[config.mk]
export PLATFORM = sky130hd
export DESIGN_NAME = timing_pattern_output
export DESIGN_NICKNAME = d
export VERILOG_FILES = /design/src/pkg/tpo_pkg.sv /design/src/timing_pattern_output.sv
export SDC_FILE = /design/constraint.sdc
export NUM_CORES = 1
export LEC_CHECK = 0
export ABC_AREA = 1
export BUFFER_PORTS_ARGS = -buffer_cell sky130_fd_sc_hd__buf_2
export CORE_MARGIN = 2
export CORE_UTILIZATION = 61
export CTS_CLUSTER_SIZE = 24
export DETAILED_ROUTE_END_ITERATION = 12
export PLACE_DENSITY = 0.79
export SLEW_MARGIN = 30
export SYNTH_ARGS = -nofsm -noshare
export SYNTH_HDL_FRONTEND = slang
export SYNTH_SLANG_ARGS = --single-unit
[constraint.sdc]
create_clock -name mclk -period 2.3 [get_ports mclk]
set_input_delay 0.23 -clock mclk [delete_from_list [all_inputs] [get_ports mclk]]
set_output_delay 0.23 -clock mclk [all_outputs]
set_load 0.02 [all_outputs]
[src/pkg/tpo_pkg.sv]
package tpo_pkg;
    // ----------------------------------------------------------------
    // bus geometry
    // ----------------------------------------------------------------
    localparam int ADDR_W = 18;
    localparam int DATA_W = 32;

    // register indices, byte address is four times the index
    localparam logic [15:0] IDX_MODE = 16'hffa0;
    localparam logic [15:0] IDX_TRIG = 16'hffa1;
    localparam logic [15:0] IDX_ENH = 16'hffa2;
    localparam logic [15:0] IDX_ENL = 16'hffa3;
    localparam logic [15:0] IDX_NDH = 16'hffa4;
    localparam logic [15:0] IDX_NDL = 16'hffa5;
    localparam logic [15:0] IDX_NDH_ALT = 16'hffa6;
    localparam logic [15:0] IDX_NDL_ALT = 16'hffa7;
    localparam logic [15:0] IDX_FEED = 16'hffa8;
    localparam logic [15:0] IDX_DIRL = 16'hffd1;
    localparam logic [15:0] IDX_LATL = 16'hffd3;
    localparam logic [15:0] IDX_DIRH = 16'hffd4;
    localparam logic [15:0] IDX_LATH = 16'hffd6;

    // ----------------------------------------------------------------
    // reset values and fixed fields
    // ----------------------------------------------------------------
    localparam logic [3:0] MODE_RSV = 4'hf;
    localparam logic [3:0] RST_MODE = 4'h0;
    localparam logic [7:0] RST_TRIG = 8'hff;
    localparam logic [15:0] RST_ZERO = 16'h0000;
    localparam logic RST_PEND = 1'b1;
    localparam logic RST_FEED = 1'b0;
    localparam logic [3:0] NIB_ONES = 4'hf;
    localparam logic [7:0] BYTE_ONES = 8'hff;

    // feed control register fields
    localparam int FEED_EN_BIT = 0;
    localparam int FEED_EMPTY_BIT = 1;
    localparam int FEED_FULL_BIT = 2;
    localparam int FEED_PEND_BIT = 3;

    // pattern word buffer
    localparam int FIFO_WIDTH = 16;
    localparam int FIFO_DEPTH = 32;

    typedef struct packed {
        logic psel;
        logic penable;
        logic pwrite;
        logic [ADDR_W-1:0] paddr;
        logic [DATA_W-1:0] pwdata;
    } apb_req_t;

    typedef struct packed {
        logic [DATA_W-1:0] prdata;
        logic pready;
        logic pslverr;
    } apb_rsp_t;
endpackage : tpo_pkg

[src/timing_pattern_output.sv]
`timescale 1ns/1ps

// --------------------------------------------------------------------
// pattern word buffer
// --------------------------------------------------------------------
module pattern_fifo #(
    parameter int WIDTH = 16,
    parameter int DEPTH = 32
) (
    input wire logic mclk,
    input wire logic reset,
    input wire logic in_valid,
    output logic in_ready,
    input wire logic [WIDTH-1:0] in_data,
    output logic out_valid,
    input wire logic out_ready,
    output logic [WIDTH-1:0] out_data
);
    localparam int AW = $clog2(DEPTH);
    localparam logic [AW:0] FULL_CNT = (AW+1)'(DEPTH);
    localparam logic [AW-1:0] LAST_PTR = AW'(DEPTH-1);

    logic [WIDTH-1:0] mem [DEPTH];
    logic [AW-1:0] wr_ptr_ff;
    logic [AW-1:0] rd_ptr_ff;
    logic [AW:0] count_ff;
    logic [AW:0] nxt_count;
    logic room_ff;
    logic avail_ff;
    logic push;
    logic pop;

    assign push = in_valid & room_ff;
    assign pop = avail_ff & out_ready;
    assign in_ready = room_ff;
    assign out_valid = avail_ff;
    assign out_data = mem[rd_ptr_ff];

    // storage, no reset needed on data
    always_ff @(posedge mclk) begin
        if (push) begin
            mem[wr_ptr_ff] <= in_data;
        end
    end

    // pointers wrap at depth, not at a power of two
    always_ff @(posedge mclk) begin
        if (reset) begin
            wr_ptr_ff <= '0;
            rd_ptr_ff <= '0;
        end else begin
            if (push) begin
                wr_ptr_ff <= (wr_ptr_ff == LAST_PTR) ? '0 : wr_ptr_ff + 1'b1;
            end
            if (pop) begin
                rd_ptr_ff <= (rd_ptr_ff == LAST_PTR) ? '0 : rd_ptr_ff + 1'b1;
            end
        end
    end

    // fill level
    always_comb begin
        nxt_count = count_ff;
        if (push && !pop) begin
            nxt_count = count_ff + 1'b1;
        end else if (pop && !push) begin
            nxt_count = count_ff - 1'b1;
        end
    end

    // flags registered so ready and valid leave straight from flops
    always_ff @(posedge mclk) begin
        if (reset) begin
            count_ff <= '0;
            room_ff <= 1'b1;
            avail_ff <= 1'b0;
        end else begin
            count_ff <= nxt_count;
            room_ff <= (nxt_count != FULL_CNT);
            avail_ff <= (nxt_count != '0);
        end
    end
endmodule : pattern_fifo

// --------------------------------------------------------------------
// pattern pulse unit
// --------------------------------------------------------------------
module timing_pattern_output (
    input wire logic mclk,
    input wire logic reset,
    input wire tpo_pkg::apb_req_t apb_req,
    output tpo_pkg::apb_rsp_t apb_rsp,
    input wire logic [3:0] cmp_match_a,
    input wire logic [3:0] cmp_match_b,
    input wire logic hw_standby,
    input wire logic dma_in_valid,
    input wire logic [15:0] dma_in_data,
    output logic dma_in_ready,
    output logic [3:0] dma_start,
    output logic [15:0] pattern_out_pins,
    output logic [15:0] pattern_oe
);
    logic [3:0] mode_ff;
    logic [7:0] trig_ff;
    logic [15:0] en_ff;
    logic [15:0] next_ff;
    logic [15:0] dir_ff;
    logic [15:0] latch_ff;
    logic feed_ff;
    logic pend_ff;
    logic [3:0] dma_start_ff;
    logic hws_meta_ff;
    logic hws_ff;
    tpo_pkg::apb_rsp_t rsp_ff;
    logic [15:0] grp_res;
    logic [3:0] grp_done;
    logic [15:0] nxt_latch;
    logic [15:0] nxt_next;
    logic setup;
    logic wr;
    logic aligned;
    logic [15:0] idx;
    logic [7:0] wdat;
    logic [7:0] rd_data;
    logic rd_hit;
    logic same_lo;
    logic same_hi;
    logic fifo_valid;
    logic [15:0] fifo_data;
    logic load;

    // ----------------------------------------------------------------
    // bus decode
    // ----------------------------------------------------------------
    assign setup = apb_req.psel & ~apb_req.penable;
    assign aligned = (apb_req.paddr[1:0] == 2'h0);
    assign idx = apb_req.paddr[17:2];
    assign wr = apb_req.psel & apb_req.penable & rsp_ff.pready & apb_req.pwrite & aligned;
    assign wdat = apb_req.pwdata[7:0];
    assign same_lo = (trig_ff[1:0] == trig_ff[3:2]);
    assign same_hi = (trig_ff[5:4] == trig_ff[7:6]);

    // ----------------------------------------------------------------
    // per-group trigger and transfer
    // ----------------------------------------------------------------
    for (genvar g = 0; g < 4; g++) begin : g_grp
        logic [1:0] sel;
        logic fa;
        logic fb;
        logic [3:0] l;
        logic [3:0] n;
        logic [3:0] e;
        logic [3:0] res;
        assign sel = trig_ff[2*g+1:2*g];
        assign fa = cmp_match_a[sel];
        assign fb = cmp_match_b[sel];
        assign l = latch_ff[4*g+:4];
        assign n = next_ff[4*g+:4];
        assign e = en_ff[4*g+:4];
        // non-overlap ends its cycle on b, so data reload waits for it
        assign grp_done[g] = mode_ff[g] ? fb : fa;
        // transfer, both edges on a in normal mode; in non-overlap falling on a, rising on b
        always_comb begin
            res = l;
            if (!mode_ff[g]) begin
                if (fa) begin
                    res = (l & ~e) | (n & e);
                end
            end else begin
                if (fa) begin
                    res = res & ~(e & ~n);
                end
                if (fb) begin
                    res = res | (e & n);
                end
            end
        end
        assign grp_res[4*g+:4] = res;
    end

    // ----------------------------------------------------------------
    // register read path
    // ----------------------------------------------------------------
    // split addresses fill unused nibbles with ones
    always_comb begin
        rd_data = 8'h00;
        rd_hit = aligned;
        case (idx)
            tpo_pkg::IDX_MODE: rd_data = {tpo_pkg::MODE_RSV, mode_ff};
            tpo_pkg::IDX_TRIG: rd_data = trig_ff;
            tpo_pkg::IDX_ENH: rd_data = en_ff[15:8];
            tpo_pkg::IDX_ENL: rd_data = en_ff[7:0];
            tpo_pkg::IDX_NDH: rd_data = same_hi ? next_ff[15:8] : {next_ff[15:12], tpo_pkg::NIB_ONES};
            tpo_pkg::IDX_NDL: rd_data = same_lo ? next_ff[7:0] : {next_ff[7:4], tpo_pkg::NIB_ONES};
            tpo_pkg::IDX_NDH_ALT: rd_data = same_hi ? tpo_pkg::BYTE_ONES : {tpo_pkg::NIB_ONES, next_ff[11:8]};
            tpo_pkg::IDX_NDL_ALT: rd_data = same_lo ? tpo_pkg::BYTE_ONES : {tpo_pkg::NIB_ONES, next_ff[3:0]};
            tpo_pkg::IDX_FEED: rd_data = {4'h0, pend_ff, ~dma_in_ready, ~fifo_valid, feed_ff};
            tpo_pkg::IDX_DIRL: rd_data = 8'h00;
            tpo_pkg::IDX_DIRH: rd_data = 8'h00;
            tpo_pkg::IDX_LATL: rd_data = latch_ff[7:0];
            tpo_pkg::IDX_LATH: rd_data = latch_ff[15:8];
            default: rd_hit = 1'b0;
        endcase
    end

    // answer in the access cycle right after setup, zero wait states
    always_ff @(posedge mclk) begin
        if (reset) begin
            rsp_ff <= '0;
        end else begin
            rsp_ff.pready <= setup;
            rsp_ff.pslverr <= setup & ~rd_hit;
            if (setup) begin
                rsp_ff.prdata <= {24'h000000, rd_hit ? rd_data : 8'h00};
            end
        end
    end

    // ----------------------------------------------------------------
    // control registers
    // ----------------------------------------------------------------
    // mode f0 and trigger ff after reset
    always_ff @(posedge mclk) begin
        if (reset) begin
            mode_ff <= tpo_pkg::RST_MODE;
            trig_ff <= tpo_pkg::RST_TRIG;
            en_ff <= tpo_pkg::RST_ZERO;
            dir_ff <= tpo_pkg::RST_ZERO;
            feed_ff <= tpo_pkg::RST_FEED;
        end else if (wr) begin
            case (idx)
                tpo_pkg::IDX_MODE: mode_ff <= wdat[3:0];
                tpo_pkg::IDX_TRIG: trig_ff <= wdat;
                tpo_pkg::IDX_ENH: en_ff[15:8] <= wdat;
                tpo_pkg::IDX_ENL: en_ff[7:0] <= wdat;
                tpo_pkg::IDX_DIRL: dir_ff[7:0] <= wdat;
                tpo_pkg::IDX_DIRH: dir_ff[15:8] <= wdat;
                tpo_pkg::IDX_FEED: feed_ff <= wdat[tpo_pkg::FEED_EN_BIT];
                default: feed_ff <= feed_ff;
            endcase
        end
    end

    // ----------------------------------------------------------------
    // next data and buffer feed
    // ----------------------------------------------------------------
    // hold off a load in a transfer cycle so a fresh word is never marked used
    assign load = feed_ff & fifo_valid & pend_ff & ~(|grp_done);

    // nibble write steering by trigger sameness
    always_comb begin
        nxt_next = next_ff;
        if (wr && idx == tpo_pkg::IDX_NDH) begin
            nxt_next[15:12] = wdat[7:4];
            if (same_hi) begin
                nxt_next[11:8] = wdat[3:0];
            end
        end
        if (wr && idx == tpo_pkg::IDX_NDH_ALT && !same_hi) begin
            nxt_next[11:8] = wdat[3:0];
        end
        if (wr && idx == tpo_pkg::IDX_NDL) begin
            nxt_next[7:4] = wdat[7:4];
            if (same_lo) begin
                nxt_next[3:0] = wdat[3:0];
            end
        end
        if (wr && idx == tpo_pkg::IDX_NDL_ALT && !same_lo) begin
            nxt_next[3:0] = wdat[3:0];
        end
    end

    // cleared by reset and hardware standby, buffer word beats cpu
    always_ff @(posedge mclk) begin
        if (reset || hws_ff) begin
            next_ff <= tpo_pkg::RST_ZERO;
        end else if (load) begin
            next_ff <= fifo_data;
        end else begin
            next_ff <= nxt_next;
        end
    end

    // used-data flag, a transfer sets it, a load clears it
    always_ff @(posedge mclk) begin
        if (reset) begin
            pend_ff <= tpo_pkg::RST_PEND;
        end else if (|grp_done) begin
            pend_ff <= 1'b1;
        end else if (load) begin
            pend_ff <= 1'b0;
        end
    end

    // one-cycle dma start per group transfer
    always_ff @(posedge mclk) begin
        if (reset) begin
            dma_start_ff <= 4'h0;
        end else begin
            dma_start_ff <= grp_done;
        end
    end

    // standby pin from outside the clock domain
    always_ff @(posedge mclk) begin
        if (reset) begin
            hws_meta_ff <= 1'b0;
            hws_ff <= 1'b0;
        end else begin
            hws_meta_ff <= hw_standby;
            hws_ff <= hws_meta_ff;
        end
    end

    pattern_fifo #(
        .WIDTH(tpo_pkg::FIFO_WIDTH),
        .DEPTH(tpo_pkg::FIFO_DEPTH)
    ) u_fifo (
        .mclk(mclk),
        .reset(reset),
        .in_valid(dma_in_valid),
        .in_ready(dma_in_ready),
        .in_data(dma_in_data),
        .out_valid(fifo_valid),
        .out_ready(load),
        .out_data(fifo_data)
    );

    // ----------------------------------------------------------------
    // port output latch
    // ----------------------------------------------------------------
    // cpu only reaches bits not in pattern use
    always_comb begin
        nxt_latch = grp_res;
        if (wr && idx == tpo_pkg::IDX_LATL) begin
            nxt_latch[7:0] = (grp_res[7:0] & en_ff[7:0]) | (wdat & ~en_ff[7:0]);
        end
        if (wr && idx == tpo_pkg::IDX_LATH) begin
            nxt_latch[15:8] = (grp_res[15:8] & en_ff[15:8]) | (wdat & ~en_ff[15:8]);
        end
    end

    always_ff @(posedge mclk) begin
        if (reset) begin
            latch_ff <= tpo_pkg::RST_ZERO;
        end else begin
            latch_ff <= nxt_latch;
        end
    end

    // pins show the latch; direction gates the pad driver
    assign pattern_out_pins = latch_ff;
    assign pattern_oe = dir_ff;
    assign dma_start = dma_start_ff;
    assign apb_rsp = rsp_ff;
endmodule : timing_pattern_output

==> run metrics <==
run status completed; Area growth syn-to-layout 13.6%; wire length on met2 about 32000 um; first-pass GRT wire length between 100000 and 150000 um; CP Cell Sequence inv_2 > nand2_1 > nand3_1 > nand2_1 > nand2_1 > nand2_1 > nand2_2 > inv_2 > nand3_4 > nand2_4 > nand2_1 > nand2_1 > nand2_1 > nor2_2 > nand3_1 > nor2_1 > nand2_1; Psw 4.70 mW; Seq pwr share 0.555; # port buffers around 100; post-synthesis register bit count around 630; met1 wire length ~27000 um; synth unique cells between 40 and 50; crit path kind reg2reg; share of cells above drive strength 1 0.135; vias in the first global route approximately 18k; YS warnings 0; die height 214 um; highest metal used met4; DRT iter0 DRCs between 2k and 2.5k; Pwr per Cell Area 732 mW/mm^2; Setup TNS Final 0 ns; RePlAce Congestion just over 0.9; die area 0.0458 mm^2; Die W approximately 210 um; worst hold slack about 0.036 ns; critical path's slowest cell dfxtp_2; Worst-Skew Late Latency 0.63 ns; Leak Pwr between 10 and 15 nW; largest net degree at the start of global routing a little over 60; crit path capture type flop; DRC Markers 0; non-filler cells, final between 3k and 4k; I/O pin cnt between 150 and 200; antenna violations before repair 0; largest delay contributor family on the critical path simple AND/OR/NAND/NOR gates; WP data arrival ~2.7 ns; buffers plus inverters on the worst setup path 2; hold path cells 3; Worst Hold Class in2reg; cts bufs inserted 60; Clock H-tree levels 2; CTS root buffer clkbuf_16; Antenna Cells 0; Worst Hold Launch apb_req[3]; internal power 17.7 mW; Largest stage delay, worst path ~0.40 ns; RSZ-0062 raised after global routing true; Starting Density 0.622; Max Root-Sink Buffers 3; via count ~19k; Met3 Wirelength 5630 um; switching share of power 0.210; Sink Count 629; clock power share 0.413; Worst EP required approximately 2.8 ns; worst reg2reg path startpoint trig_ff[4]; WL/cell between 20 and 25 um; most used cell, CP nand2_1; final WL between 60000 and 70000 um; Endpoint, Worst Hold mode_ff[3]; Syn Area/Cell between 10 and 15 um^2; Worst R2R Setup Slack about 0.14 ns; dpl hpwl 43100 um; Post-CTS Setup Inserts 0; FP Rows 76; GRT Overall Usage 0.290; CTS tree yes; crit start category flop; core area roughly 0.043 mm^2; Mapped Area between 0.02 and 0.03 mm^2; Peak VDD IR 0.682 mV; fmax approximately 0.46 GHz; Relative slew margins 0.410; Final Cycle Share 0.939; Seq/Total Area, Yosys 0.658; grt ovf 0; Worst-path clk slew 0.06 ns; post-route ant nets 0; fin. max-slew vios 0; worst reg2reg path endpoint u_fifo.in_ready; via/cell ratio 6.02; CP Max Fanout 12; Reg2Reg Depth 17; setup violators final 0; Setup Skew approximately 0.027 ns; Layout Nets between 2k and 3k; drt pass-1 iters 6; Cells after Synth about 2.3k; combinational power share 0.032; number of max-cap violations 0; transition time of the tightest slew-check pin just under 0.9 ns; Hold Violations, Final 0; fin crit period approximately 2.2 ns; placed cells approximately 3.0k
[power groups by stage]
stage	Sequential [mW]	Clock [mW]	Combinational (mW)
after floorplan	12.7	0	0.332
after global placement	12.6	0	0.665
after detailed placement	12.6	0	0.688
after CTS	12.4	9.32	0.701
after global routing	12.4	9.72	0.771
final	12.4	9.25	0.713
[kinds of logic after synthesis]
kind of cell             synth area share
XOR/XNOR                          0.00325
AO/OA/AOI/OAI                       0.143
buffers and inverters              0.0638
adder cells (fa/ha/maj)           0.00418
multiplexers                       0.0476
AND/OR/NAND/NOR                    0.0800
flip-flops                          0.658
other                            0.000139
[sequential cells by signal (all words and copies together) (netlist names), 4 cells and up, named ones only]
signal            count
en_ff                16
trig_ff               8
pattern_oe           16
mode_ff               4
u_fifo.rd_ptr_ff      5
apb_rsp              10
u_fifo.count_ff       6
next_ff              16
u_fifo.mem          512
u_fifo.wr_ptr_ff      5
pattern_out_pins     16
dma_start             4
[Yosys cell counts]
| master | count | share of area |
|---|---|---|
| nor4_4 | 1 | 0.00079 |
| nor2_2 | 5 | 0.0012 |
| buf_1 | 10 | 0.0014 |
| edfxtp_1 | 512 | 0.57 |
| nand3_4 | 2 | 0.0013 |
| nand4_2 | 2 | 0.00093 |
| ha_1 | 9 | 0.0042 |
| buf_4 | 37 | 0.010 |
| o22ai_1 | 28 | 0.0065 |
| xnor2_1 | 4 | 0.0013 |
| o21ai_0 | 256 | 0.048 |
| nor3_1 | 11 | 0.0020 |
| o21ai_1 | 2 | 0.00037 |
| nand2_1 | 140 | 0.020 |
| inv_2 | 12 | 0.0017 |
| buf_2 | 26 | 0.0048 |
| o41ai_2 | 1 | 0.00060 |
| dfxtp_1 | 117 | 0.087 |
| a211oi_1 | 16 | 0.0045 |
| nand3_2 | 2 | 0.00074 |
| or2_1 | 2 | 0.00046 |
| a31oi_1 | 12 | 0.0028 |
| nand3_1 | 152 | 0.028 |
| buf_8 | 1 | 0.00056 |
| clkbuf_1 | 75 | 0.010 |
| nand2_4 | 2 | 0.00084 |
| nand2_2 | 7 | 0.0016 |
| o21a_1 | 1 | 0.00028 |
| conb_1 | 1 | 0.00014 |
| a21oi_1 | 207 | 0.039 |
| o211ai_1 | 146 | 0.041 |
| nand4_1 | 14 | 0.0033 |
| xor2_1 | 6 | 0.0020 |
| and3_1 | 2 | 0.00046 |
| clkinv_1 | 3 | 0.00042 |
| nor3b_1 | 2 | 0.00056 |
| mux2i_1 | 128 | 0.048 |
| nor2_1 | 118 | 0.016 |
| inv_1 | 245 | 0.034 |
| nor3_2 | 2 | 0.00074 |
| nor2_4 | 2 | 0.00084 |
| a21oi_2 | 2 | 0.00065 |
[how the worst max path moves through the flow]
stage / slack [ns] / to / cells after the start / from
2_1_floorplan: 0.05 / u_fifo.mem[11][0] / 5 / u_fifo.in_ready
3_3_place_gp: 0.19 / u_fifo.in_ready / 17 / trig_ff[4]
3_5_place_dp: 0.10 / next_ff[6] / 13 / trig_ff[4]
4_1_cts: 0.08 / next_ff[6] / 13 / trig_ff[4]
5_1_grt: -0.008 / u_fifo.out_valid / 17 / trig_ff[4]
6_report: 0.14 / u_fifo.in_ready / 17 / trig_ff[4]
[worst reg2reg max path, stage by stage, from the launching register on]
cell     delay, ns
dfxtp_2       0.40
inv_2         0.09
nand2_1       0.08
nand3_1       0.09
nand2_1       0.10
nand2_1       0.05
nand2_1       0.12
nand2_2       0.10
inv_2         0.08
nand3_4       0.11
nand2_4       0.20
nand2_1       0.10
nand2_1       0.09
nand2_1       0.07
nor2_2        0.11
nand3_1       0.11
nor2_1        0.11
nand2_1       0.05
[final cells by class]
type | count | area, um^2
fillers | 2938 | 12700
repair buffers | 219 | 1730
clock buffers | 72 | 1590
inverters | 260 | 978
multi-input cells | 1308 | 7560
clock inverters | 35 | 235
flip-flops and latches | 629 | 17700
well taps | 585 | 732
[layout by cell type (no fill, tap or decap), types with 3 or more instances in the layout]
cell / Yosys / layout
edfxtp_1: 512 / 512
o21ai_0: 256 / 256
inv_1: 245 / 244
a21oi_1: 207 / 207
nand3_1: 152 / 152
o211ai_1: 146 / 146
nand2_1: 140 / 140
mux2i_1: 128 / 128
nor2_1: 118 / 118
dfxtp_1: 117 / 110
buf_2: 26 / 103
buf_4: 37 / 83
clkbuf_16: 0 / 62
o22ai_1: 28 / 28
buf_12: 0 / 26
conb_1: 1 / 24
clkinv_1: 3 / 19
a211oi_1: 16 / 16
nand4_1: 14 / 14
inv_2: 12 / 12
a31oi_1: 12 / 12
nor3_1: 11 / 11
clkinv_2: 0 / 11
clkbuf_1: 75 / 10
ha_1: 9 / 9
nand2_2: 7 / 7
dlygate4sd3_1: 0 / 7
xor2_1: 6 / 6
nor2_2: 5 / 5
xnor2_1: 4 / 4
dfxtp_2: 0 / 4
dfxtp_4: 0 / 3
clkinvlp_4: 0 / 3
[per-stage QoR]
| stage | util | area [um^2] | power (mW) | setup WS, ns |
|---|---|---|---|---|
| final | 0.706 | 30600 | 22.4 | 0.140 |
| after global routing | 0.706 | 30600 | 22.9 | -0.00793 |
| after CTS | 0.706 | 30600 | 22.4 | 0.0801 |
| after detailed placement | 0.662 | 28700 | 13.3 | 0.103 |
| after global placement | 0.662 | 28700 | 13.3 | 0.189 |
| after floorplan | - | 27000 | 13.0 | 0.0483 |
[repair_timing]
action / CTS / global route
endpoints found under the hold margin: 21 / 0
gates resized for setup: 0 / 4
hold buffers: 7 / 0
setup endpoints to repair: 0 / 20
[routing by layer]
layer / vias up / GRT usage
met1: 8979 / 0.388
met5: - / 0
li1: 8685 / -
met3: 137 / 0.0417
met2: 899 / 0.485
met4: 0 / 0.110
(Power assumes the default switching activity.)
